File: config.mk
export PLATFORM = sky130hd
export DESIGN_NAME = scd_loader
export DESIGN_NICKNAME = d
export VERILOG_FILES = /design/src/hdl/scd_pkg.sv /design/src/hdl/scd_sync.sv /design/src/hdl/scd_loader.sv
export SDC_FILE = /design/constraint.sdc
export NUM_CORES = 1
export LEC_CHECK = 0
export BUFFER_PORTS_ARGS = -buffer_cell sky130_fd_sc_hd__buf_2
export CAP_MARGIN = 20
export CELL_PAD_IN_SITES_DETAIL_PLACEMENT = 1
export CELL_PAD_IN_SITES_GLOBAL_PLACEMENT = 1
export CORE_ASPECT_RATIO = 0.9
export CORE_MARGIN = 4
export CORE_UTILIZATION = 48
export CTS_BUF_LIST = sky130_fd_sc_hd__clkbuf_8
export DETAILED_ROUTE_END_ITERATION = 8
export PLACE_DENSITY = 0.91
export SETUP_SLACK_MARGIN = 0.05
export SYNTH_ARGS = -nofsm -noshare
export SYNTH_HDL_FRONTEND = slang
export SYNTH_HIERARCHICAL = 1
export SYNTH_SLANG_ARGS = --single-unit
File: constraint.sdc
create_clock -name ref_clk_in -period 2.1 [get_ports ref_clk_in]
set_input_delay 0.105 -clock ref_clk_in [delete_from_list [all_inputs] [get_ports ref_clk_in]]
set_output_delay 0.105 -clock ref_clk_in [all_outputs]
set_load 0.01 [all_outputs]
File: src/hdl/scd_pkg.sv
// Constants and carrier types for the serial control DAC loader.
// Behaviour
// - One loading cycle moves exactly one twelve-bit word while enable is low.
// - First bit selects output, next three ignored, last eight are DAC data.
// - A falling edge on the load enable starts a new loading cycle.
// - While enable is low, data is sampled on every serial clock rising edge.
// - On enable rising edge only the selected DAC output takes the data.
// - While enable is high the interface is disabled and clocks are ignored.
// - With test input low, output mode follows the last programmed function.
// - With test input high, output mode is forced to normal.
package scd_pkg;
  localparam int WORD_BITS = 12;
  localparam int DATA_BITS = 8;
  localparam int SKIP_BITS = 3;
  localparam int SEL_POS = 11;
  localparam int CNT_W = 4;
  localparam logic [CNT_W-1:0] CNT_FULL = 4'hC;
  localparam logic [7:0] DAC_RESET = 8'h00;
  localparam logic [1:0] MODE_NORMAL = 2'h0;
  localparam logic [1:0] MODE_RESET = 2'h0;
  localparam logic [1:0] SYNC_RESET = 2'h3;

  typedef struct packed {
    logic sclk;
    logic sdata;
    logic load_n;
  } scd_link_t;

  typedef struct packed {
    logic [7:0] dac_a;
    logic [7:0] dac_b;
  } scd_dac_t;
endpackage : scd_pkg

File: src/hdl/scd_sync.sv
// Two-stage synchroniser with edge detection on the synchronised level.
`timescale 1ns/100ps
`default_nettype none
module scd_sync #(
  parameter int W = 3,
  parameter logic [2:0] INIT = 3'h7
) (
  input wire logic ref_clk_in,
  input wire logic nrst_in,
  input wire logic [W-1:0] async_in,
  output logic [W-1:0] level_out,
  output logic [W-1:0] rise_out,
  output logic [W-1:0] fall_out
);
  typedef struct packed {
    logic [W-1:0] s1;
    logic [W-1:0] s2;
    logic [W-1:0] s3;
  } scd_sync_state_t;

  scd_sync_state_t st_reg;
  scd_sync_state_t st_next;

  always_comb begin
    st_next = st_reg;
    st_next.s1 = async_in;
    st_next.s2 = st_reg.s1;
    st_next.s3 = st_reg.s2;
  end

  always_ff @(posedge ref_clk_in or negedge nrst_in) begin
    if (!nrst_in) begin
      st_reg <= {3{INIT[W-1:0]}};
    end else begin
      st_reg <= st_next;
    end
  end

  assign level_out = st_reg.s2;
  assign rise_out = st_reg.s2 & ~st_reg.s3;
  assign fall_out = ~st_reg.s2 & st_reg.s3;
endmodule : scd_sync
`default_nettype wire

File: src/hdl/scd_loader.sv
// Serial loader for the two control DACs and the output mode select.
`timescale 1ns/100ps
`default_nettype none
module scd_loader (
  input wire logic ref_clk_in,
  input wire logic nrst_in,
  input wire logic serial_clk_in,
  input wire logic serial_data_in,
  input wire logic serial_load_enable_n_in,
  input wire logic test_force_normal_in,
  input wire logic [1:0] programmed_mode_in,
  output logic [7:0] control_dac_out_a_out,
  output logic [7:0] control_dac_out_b_out,
  output logic [1:0] output_mode_out,
  output logic busy_out
);
  typedef enum logic {IDLE, SHIFT} scd_fsm_t;

  typedef struct packed {
    scd_fsm_t fsm;
    logic [scd_pkg::WORD_BITS-1:0] shreg;
    logic [scd_pkg::CNT_W-1:0] cnt;
    scd_pkg::scd_dac_t dac;
    logic [1:0] mode;
    logic [1:0] tfn_sync;
  } scd_state_t;

  scd_state_t st_reg;
  scd_state_t st_next;
  scd_pkg::scd_link_t lvl;
  scd_pkg::scd_link_t rise;
  scd_pkg::scd_link_t fall;

  // Saturates so that an overlong word can never wrap back to a full count.
  function automatic logic [scd_pkg::CNT_W-1:0] count_up(
    input logic [scd_pkg::CNT_W-1:0] cnt
  );
    count_up = cnt;
    if (cnt != '1) begin
      count_up = cnt + 4'h1;
    end
  endfunction : count_up

  function automatic logic word_full(
    input logic [scd_pkg::CNT_W-1:0] cnt
  );
    word_full = (cnt == scd_pkg::CNT_FULL);
  endfunction : word_full

  function automatic logic sel_field(
    input logic [scd_pkg::WORD_BITS-1:0] word
  );
    sel_field = word[scd_pkg::SEL_POS];
  endfunction : sel_field

  // The three bits after the select are never looked at.
  function automatic logic [scd_pkg::DATA_BITS-1:0] dac_field(
    input logic [scd_pkg::WORD_BITS-1:0] word
  );
    dac_field = word[scd_pkg::DATA_BITS-1:0];
  endfunction : dac_field

  // Link pins cross in from the far clock before anything reads them.
  scd_sync #(.W(3), .INIT(3'h7)) u_sync (
    .ref_clk_in(ref_clk_in),
    .nrst_in(nrst_in),
    .async_in({serial_clk_in, serial_data_in, serial_load_enable_n_in}),
    .level_out(lvl),
    .rise_out(rise),
    .fall_out(fall)
  );

  always_comb begin
    st_next = st_reg;
    st_next.tfn_sync = {st_reg.tfn_sync[0], test_force_normal_in};
    // The mode is a level, so it is resampled every cycle.
    if (st_reg.tfn_sync[1]) begin
      st_next.mode = scd_pkg::MODE_NORMAL;
    end else begin
      st_next.mode = programmed_mode_in;
    end
    case (st_reg.fsm)
      IDLE: begin
        // Serial clock edges are ignored while enable is high.
        if (fall.load_n) begin
          st_next.fsm = SHIFT;
          st_next.cnt = '0;
          st_next.shreg = '0;
        end
      end
      SHIFT: begin
        if (rise.load_n) begin
          st_next.fsm = IDLE;
          // A short or long word is dropped rather than half applied.
          if (word_full(st_reg.cnt)) begin
            if (sel_field(st_reg.shreg)) begin
              st_next.dac.dac_b = dac_field(st_reg.shreg);
            end else begin
              st_next.dac.dac_a = dac_field(st_reg.shreg);
            end
          end
        end else if (rise.sclk && !lvl.load_n) begin
          st_next.shreg = {st_reg.shreg[scd_pkg::WORD_BITS-2:0],
                           lvl.sdata};
          st_next.cnt = count_up(st_reg.cnt);
        end
      end
      default: st_next.fsm = IDLE;
    endcase
  end

  always_ff @(posedge ref_clk_in or negedge nrst_in) begin
    if (!nrst_in) begin
      st_reg.fsm <= IDLE;
      st_reg.shreg <= '0;
      st_reg.cnt <= '0;
      st_reg.dac.dac_a <= scd_pkg::DAC_RESET;
      st_reg.dac.dac_b <= scd_pkg::DAC_RESET;
      st_reg.mode <= scd_pkg::MODE_RESET;
      st_reg.tfn_sync <= 2'h0;
    end else begin
      st_reg <= st_next;
    end
  end

  assign control_dac_out_a_out = st_reg.dac.dac_a;
  assign control_dac_out_b_out = st_reg.dac.dac_b;
  assign output_mode_out = st_reg.mode;
  assign busy_out = (st_reg.fsm == SHIFT);

  // All checks run on the system clock; all but a_force_normal see the link and test pins after both synchroniser stages.
  a_start_on_fall: assert property (
    @(posedge ref_clk_in) disable iff (!nrst_in)
    (st_reg.fsm == IDLE && fall.load_n)
    |=> (st_reg.fsm == SHIFT && st_reg.cnt == '0))
    else $error("load not started");

  a_start_clears: assert property (
    @(posedge ref_clk_in) disable iff (!nrst_in)
    (st_reg.fsm == IDLE && fall.load_n)
    |=> (st_reg.shreg == '0 && busy_out))
    else $error("stale bits kept");

  a_idle_ignores_clk: assert property (
    @(posedge ref_clk_in) disable iff (!nrst_in)
    (st_reg.fsm == IDLE && !fall.load_n)
    |=> ($stable(st_reg.shreg) && $stable(st_reg.cnt) && !busy_out))
    else $error("shift while disabled");

  a_shift_bit: assert property (
    @(posedge ref_clk_in) disable iff (!nrst_in)
    (st_reg.fsm == SHIFT && rise.sclk && !lvl.load_n)
    |=> (st_reg.shreg[0] == $past(lvl.sdata)))
    else $error("bit not shifted");

  a_shift_order: assert property (
    @(posedge ref_clk_in) disable iff (!nrst_in)
    (st_reg.fsm == SHIFT && rise.sclk && !lvl.load_n)
    |=> (st_reg.shreg[scd_pkg::WORD_BITS-1:1]
    == $past(st_reg.shreg[scd_pkg::WORD_BITS-2:0])))
    else $error("bits out of order");

  a_count_step: assert property (
    @(posedge ref_clk_in) disable iff (!nrst_in)
    (st_reg.fsm == SHIFT && rise.sclk && !lvl.load_n
    && st_reg.cnt < scd_pkg::CNT_FULL)
    |=> (st_reg.cnt == $past(st_reg.cnt) + 4'h1))
    else $error("bit not counted");

  a_count_sat: assert property (
    @(posedge ref_clk_in) disable iff (!nrst_in)
    (st_reg.fsm == SHIFT && rise.sclk && !lvl.load_n && st_reg.cnt == '1)
    |=> (st_reg.cnt == '1))
    else $error("count wrapped");

  a_count_hold: assert property (
    @(posedge ref_clk_in) disable iff (!nrst_in)
    (st_reg.fsm == SHIFT && !rise.sclk && !rise.load_n)
    |=> ($stable(st_reg.cnt) && $stable(st_reg.shreg)))
    else $error("shift without clock");

  a_update_a: assert property (
    @(posedge ref_clk_in) disable iff (!nrst_in)
    (st_reg.fsm == SHIFT && rise.load_n && st_reg.cnt == scd_pkg::CNT_FULL
    && !st_reg.shreg[scd_pkg::SEL_POS])
    |=> (control_dac_out_a_out == $past(st_reg.shreg[7:0])
    && $stable(control_dac_out_b_out)))
    else $error("dac a wrong");

  a_update_b: assert property (
    @(posedge ref_clk_in) disable iff (!nrst_in)
    (st_reg.fsm == SHIFT && rise.load_n && st_reg.cnt == scd_pkg::CNT_FULL
    && st_reg.shreg[scd_pkg::SEL_POS])
    |=> (control_dac_out_b_out == $past(st_reg.shreg[7:0])
    && $stable(control_dac_out_a_out)))
    else $error("dac b wrong");

  a_bad_len_drop: assert property (
    @(posedge ref_clk_in) disable iff (!nrst_in)
    (rise.load_n && st_reg.cnt != scd_pkg::CNT_FULL)
    |=> ($stable(control_dac_out_a_out) && $stable(control_dac_out_b_out)))
    else $error("bad word applied");

  a_dac_hold: assert property (
    @(posedge ref_clk_in) disable iff (!nrst_in)
    !(st_reg.fsm == SHIFT && rise.load_n)
    |=> ($stable(control_dac_out_a_out) && $stable(control_dac_out_b_out)))
    else $error("dac moved without load");

  a_load_ends: assert property (
    @(posedge ref_clk_in) disable iff (!nrst_in)
    (st_reg.fsm == SHIFT && rise.load_n)
    |=> !busy_out)
    else $error("load not closed");

  a_force_normal: assert property (
    @(posedge ref_clk_in) disable iff (!nrst_in)
    test_force_normal_in [*3]
    |=> (output_mode_out == scd_pkg::MODE_NORMAL))
    else $error("mode not forced");

  a_force_sync: assert property (
    @(posedge ref_clk_in) disable iff (!nrst_in)
    st_reg.tfn_sync[1]
    |=> (output_mode_out == scd_pkg::MODE_NORMAL))
    else $error("forced mode lost");

  a_mode_follows: assert property (
    @(posedge ref_clk_in) disable iff (!nrst_in)
    !st_reg.tfn_sync[1]
    |=> (output_mode_out == $past(programmed_mode_in)))
    else $error("mode not programmed");
endmodule : scd_loader
`default_nettype wire

==> impl_metrics.csv, run 1 <==
group,metric,value,unit
run_status,outcome,"completed",
yosys,syn_inst,155,
yosys,ys_warn_count,6,
timing,timing.final.crit_share,81.8,%
clock_tree,clockBufferDepth,2,
setup_path,worstPathMaxFanout,14,
drt,vias_per_cell,5.19,
power_and_ir_drop,leakage_dissipation,0.00107,uW
clock_tree,cts-resized-gates,0,
clock_tree,tritoncts.num_buffers,5,
clock_tree,clock_tree.root_cell,"clkbuf_8",
run,maxCapViolations,0,
die,floorplan.rows,21,
power_and_ir_drop,power_per_cell_area,774,nW/um^2
timing,timing.slew.headroom,43.1,%
power_and_ir_drop,vdd_drop_max,0.000605,V
timing,maxClockFrequency,582,MHz
timing,skew,0.00848,ns
drt,drtPass1Iterations,4,
grt,grt_start_max_net_pins,40,
setup_path,critPathLaunchType,"register",
drt,detail_route.wl_per_cell,16.2,um
die,top_level_ports,27,
die,effective_utilization_at_floorplan,51.2,%
timing,finalHoldViolCount,0,
clock_tree,tritoncts_clock_tree,"built",
setup_path,worst-endpoint-arrival,1.89,ns
timing,period_minus_ws_final,1.72,ns
clock_tree,clkSlewWorstSetupHoldPaths,0.08,ns
final_layout,finalCoreUtilization,55.4,%
timing,finalMaxSlewViolations,0,
setup_path,worst-setup-path-type,"register to register",
setup_path,setup.worst_path.end_class,"register",
placement,placement.io_buffers,26,
yosys,syn-num-nets,165,
die,die_h,68.7,um
timing,rsz0062_at_grt,"false",
timing,totalNegativeSetupSlack,0,ns
clock_tree,ctsHtreeMaxLevel,2,
die,die_area,5180,sq um
final_layout,layout.nets,180,
drt,drtIter0Drc,63,
drt,post_route_antenna_net_violation_count,0,
drt,wl,3490,um
drt,route.detailed.drc,0,
grt,grt_first_pass_wirelength,5930,um
drt,vias,1122,
clock_tree,clkLatencyLatePin,0.30,ns
timing,worstMarginPinSlew,0.854,ns
setup_path,critical_path_required,2.27,ns
final_layout,largest_register_ff_count,17,
final_layout,antenna-diode-count,0,
worst_hold_path,hold_path.class,"input pin to register",
die,floorplan.core_area,3840,sq um
yosys,synthesis.area_per_instance,12.7,sq um
die,die_w,75.4,um
placement,gp_congestion,0.771,
timing,final-setup-viol-count,0,
placement,post_dp_hpwl,2430,um
grt,global_route.usage.total,15.7,%
grt,antenna_found_initial,0,
final_layout,layout-area-overhead-vs-synth,8.22,%
final_layout,layout-drive-gt1-share,46.5,%
clock_tree,numClockSinks,45,
grt,grt.overflow.total,0,
yosys,netlist_area,1960,sq um
grt,first_global_vias,1210,
through the flow:
step	instance area (sq um)	hold WS, ns	total power [uW]	instances	setup WS [ns]
after floorplan	1960	-0.191	997	155	0.466
after global placement	1970	0.209	1030	204	0.501
after detailed placement	1970	0.212	1030	204	0.382
after CTS	2120	0.0293	1670	216	0.363
after global routing	2120	0.0503	1720	216	0.271
final	2120	0.0295	1640	216	0.383
timing repair:
item / CTS / global route
buffers inserted: 0 / 0
endpoints found under the setup margin: 0 / 0
hold buffers: 5 / 0
hold endpoints to repair: 41 / 0
path summary, 6_finish.rpt:
kind	cells after the start	slack, ns	to	startpoint
setup / recovery	4	0.38	st_reg[23]$_DFFE_PN0P_	u_sync/st_reg[0]$_DFF_PN1_
hold / removal	2	0.03	output_mode_out[1]$_DFF_PN0_	programmed_mode_in[1]
setup reg to reg	4	0.38	st_reg[23]$_DFFE_PN0P_	u_sync/st_reg[0]$_DFF_PN1_
hold reg to reg	0	0.35	st_reg[1]$_DFF_PN0_	st_next[1]$_DFF_PN0_
max in group asynchronous	3	0.95	u_sync/st_next[5]$_DFF_PN1_	nrst_in
min in group asynchronous	2	0.45	control_dac_out_b_out[5]$_DFFE_PN0P_	nrst_in
power breakdown:
| part | internal [uW] | switching, uW |
|---|---|---|
| registers | 892 | 15.4 |
| logic | 43.8 | 70.5 |
| clock network | 346 | 276 |
area by class of cell:
type	count	area, sq um
Fill cell	401	1710
Sequential cell	45	1140
Multi-Input combinational cell	67	561
Timing Repair Buffer	34	203
Clock buffer	5	68.8
Inverter	17	63.8
Tap cell	46	57.6
Clock inverter	2	35.0
routing by layer:
layer | vias to the layer above | GRT usage [%] | part of all wire, % | wire length, um
li1 | 522 | - | - | -
met1 | 562 | 19.9 | 43 | 1490
met2 | 30 | 25.5 | 50 | 1740
met3 | 8 | 4.20 | 5.0 | 176
met4 | 0 | 6.55 | 2.3 | 81
met5 | - | 0 | 0 | 0
layout by cell type, fill, tap and decap left out, types with 3 or more instances in the layout:
| cell | instances |
|---|---|
| nand3_1 | 13 |
| clkbuf_8 | 5 |
| nor2b_1 | 3 |
| o21ai_2 | 10 |
| inv_1 | 17 |
| dfstp_2 | 8 |
| dfrtp_1 | 37 |
| dlygate4sd3_1 | 5 |
| o21ai_0 | 5 |
| buf_2 | 26 |
| buf_4 | 3 |
| mux2_2 | 17 |
| and2b_2 | 3 |
worst max-delay path, cell delays in order (launching register included):
cell,delay [ns]
dfstp_2,0.53
and2b_2,0.24
and4bb_1,0.40
or2_4,0.30
a22oi_1,0.13
Power figures use the tool's default switching activity.
==> run 2, diff against run 1 <==
- ABC_AREA: unset -> 1
- CORE_UTILIZATION: 48 -> 46
- clock period: 2.1 -> 1.6 ns (I/O delays scaled with it)
==> impl_metrics.csv, run 2 <==
group,metric,value,unit
timing,finalMaxSlewViolations,0,
final_layout,layout-area-overhead-vs-synth,12.8,%
yosys,ys_warn_count,6,
setup_path,launching_element_of_the_worst_setup_path,"u_sync/level_out[0]$_DFF_PN1_",
yosys,syn_inst,205,
yosys,syn-num-nets,215,
setup_path,setup.worst_path.end_class,"register",
timing,worst_hold_margin,0.300,ns
die,floorplan.core_area,4160,sq um
setup_path,critical_path_required,1.78,ns
yosys,synthesis.area_per_instance,9.88,sq um
drt,post_route_antenna_net_violation_count,0,
worst_hold_path,hold_path.class,"input pin to async pin",
final_layout,layout.cells.most_common_list,"58 x nand2_1, 37 x dfrtp_1, 26 x buf_2",
grt,antenna_found_initial,0,
grt,first_global_vias,1471,
drt,detail_route.wl_per_cell,14.8,um
grt,grt.overflow.total,0,
placement,post-place-ws,0.0926,ns
die,effective_utilization_at_floorplan,48.7,%
power_and_ir_drop,clock_power_share,33.3,%
setup_path,worstPathMaxFanout,16,
power_and_ir_drop,leakage_dissipation,0.00111,uW
final_layout,layout-drive-gt1-share,33.8,%
timing,maxClockFrequency,661,MHz
timing,final-setup-viol-count,0,
placement,placement.io_buffers,26,
grt,grt_start_max_net_pins,26,
clock_tree,tritoncts.num_buffers,5,
clock_tree,clkSlewWorstSetupHoldPaths,0.09,ns
drt,vias,1367,
setup_path,worst-setup-path-type,"register to register",
power_and_ir_drop,vdd_drop_max,0.000751,V
clock_tree,ctsHtreeMaxLevel,2,
timing,totalNegativeSetupSlack,0,ns
final_layout,layout.nets,234,
die,top_level_ports,27,
die,die_area,5530,sq um
grt,grt_first_pass_wirelength,7280,um
timing,final.setup.worst_slack,0.0882,ns
die,floorplan.rows,22,
timing,timing.slew.headroom,64.3,%
setup_path,critPathLaunchType,"register",
final_layout,largest_register_ff_count,17,
timing,period_minus_ws_final,1.51,ns
power_and_ir_drop,internal-power,1810,uW
drt,wl,4230,um
setup_path,reg2reg_from,"u_sync/level_out[0]$_DFF_PN1_",
power_and_ir_drop,netSwitchingFraction,29.5,%
timing,timing.final.crit_share,94.5,%
clock_tree,numClockSinks,45,
drt,vias_per_cell,4.80,
timing,finalHoldViolCount,0,
final_layout,antenna-diode-count,0,
die,die_w,78.0,um
clock_tree,clkLatencyLatePin,0.30,ns
placement,gp_congestion,0.793,
yosys,netlist_area,2030,sq um
clock_tree,clock_tree.root_cell,"clkbuf_8",
die,die_h,71.0,um
drt,route.detailed.drc,0,
timing,worstMarginPinSlew,0.535,ns
run_status,outcome,"completed",
grt,global_route.usage.total,16.9,%
clock_tree,clockBufferDepth,2,
power_and_ir_drop,combPwrFrac,16.2,%
power_and_ir_drop,seq_power_share,50.4,%
setup_path,worst-endpoint-arrival,1.69,ns
timing,rsz0062_at_grt,"true",
clock_tree,tritoncts_clock_tree,"built",
power_and_ir_drop,power_per_cell_area,1120,nW/um^2
placement,post_dp_hpwl,2780,um
power_and_ir_drop,switchingPower,755,uW
drt,drtPass1Iterations,4,
drt,drtIter0Drc,88,
final_layout,final_common_cell,"nand2_1",
run,maxCapViolations,0,
timing,skew,0.0103,ns
[run 2: worst paths after layout]
kind | to | cells after the start | slack (ns)
min in group ref_clk_in | u_sync/level_out[0]$_DFF_PN1_ | 0 | 0.36
worst max register to register | control_dac_out_b_out[6]$_DFFE_PN0P_ | 7 | 0.09
worst max-delay path | control_dac_out_b_out[6]$_DFFE_PN0P_ | 7 | 0.09
worst min register to register | u_sync/level_out[0]$_DFF_PN1_ | 0 | 0.36
worst min-delay path | st_next[1]$_DFF_PN0_ | 2 | 0.30
max in group asynchronous | u_sync/level_out[1]$_DFF_PN1_ | 3 | 0.71
[run 2: per-layer routing]
layer	vias up	wire (um)	track usage, %
met2	34	2170	29.7
li1	647	-	-
met3	12	148	3.56
met4	0	100	5.44
met5	-	0	0
met1	674	1810	20.8
[run 2: through the flow]
stage | total power (uW) | utilization (%) | cell area, sq um | cells
global placement | 1630 | 49.5 | 2060 | 268
global route | 2700 | 55.0 | 2280 | 285
detailed placement | 1670 | 49.5 | 2060 | 268
floorplan | 1560 | - | 2030 | 205
CTS | 2550 | 54.6 | 2270 | 285
finish | 2560 | 55.0 | 2280 | 285
[run 2: power groups by stage]
stage / combinational, uW / sequential [uW] / clock (uW)
2_1_floorplan: 273 / 1280 / 0
3_3_place_gp: 333 / 1300 / 0
3_5_place_dp: 360 / 1310 / 0
4_1_cts: 398 / 1290 / 858
5_1_grt: 460 / 1310 / 932
6_report: 416 / 1290 / 854
[run 2: cell type report]
class / instances / area [sq um]
fill: 464 / 1870
sequential: 45 / 1140
multi-input combinational: 113 / 621
timing repair buffer: 38 / 263
inverter: 21 / 78.8
tap: 60 / 75.1
clock buffer: 5 / 68.8
clock inverter: 3 / 42.5
[run 2: timing repair]
action / CTS / global route
endpoints found under the setup margin: 1 / 16
endpoints found under the hold margin: 21 / 0
gates resized for setup: 0 / 3
hold buffers: 7 / 0
setup buffers: 2 / 0
[run 2: worst max-delay path, stage by stage (launching register included)]
cell,delay (ns)
dfstp_2,0.56
inv_1,0.04
nor2_1,0.11
inv_2,0.07
nor2_4,0.16
nand3b_4,0.24
nand2_1,0.14
o21ai_2,0.06
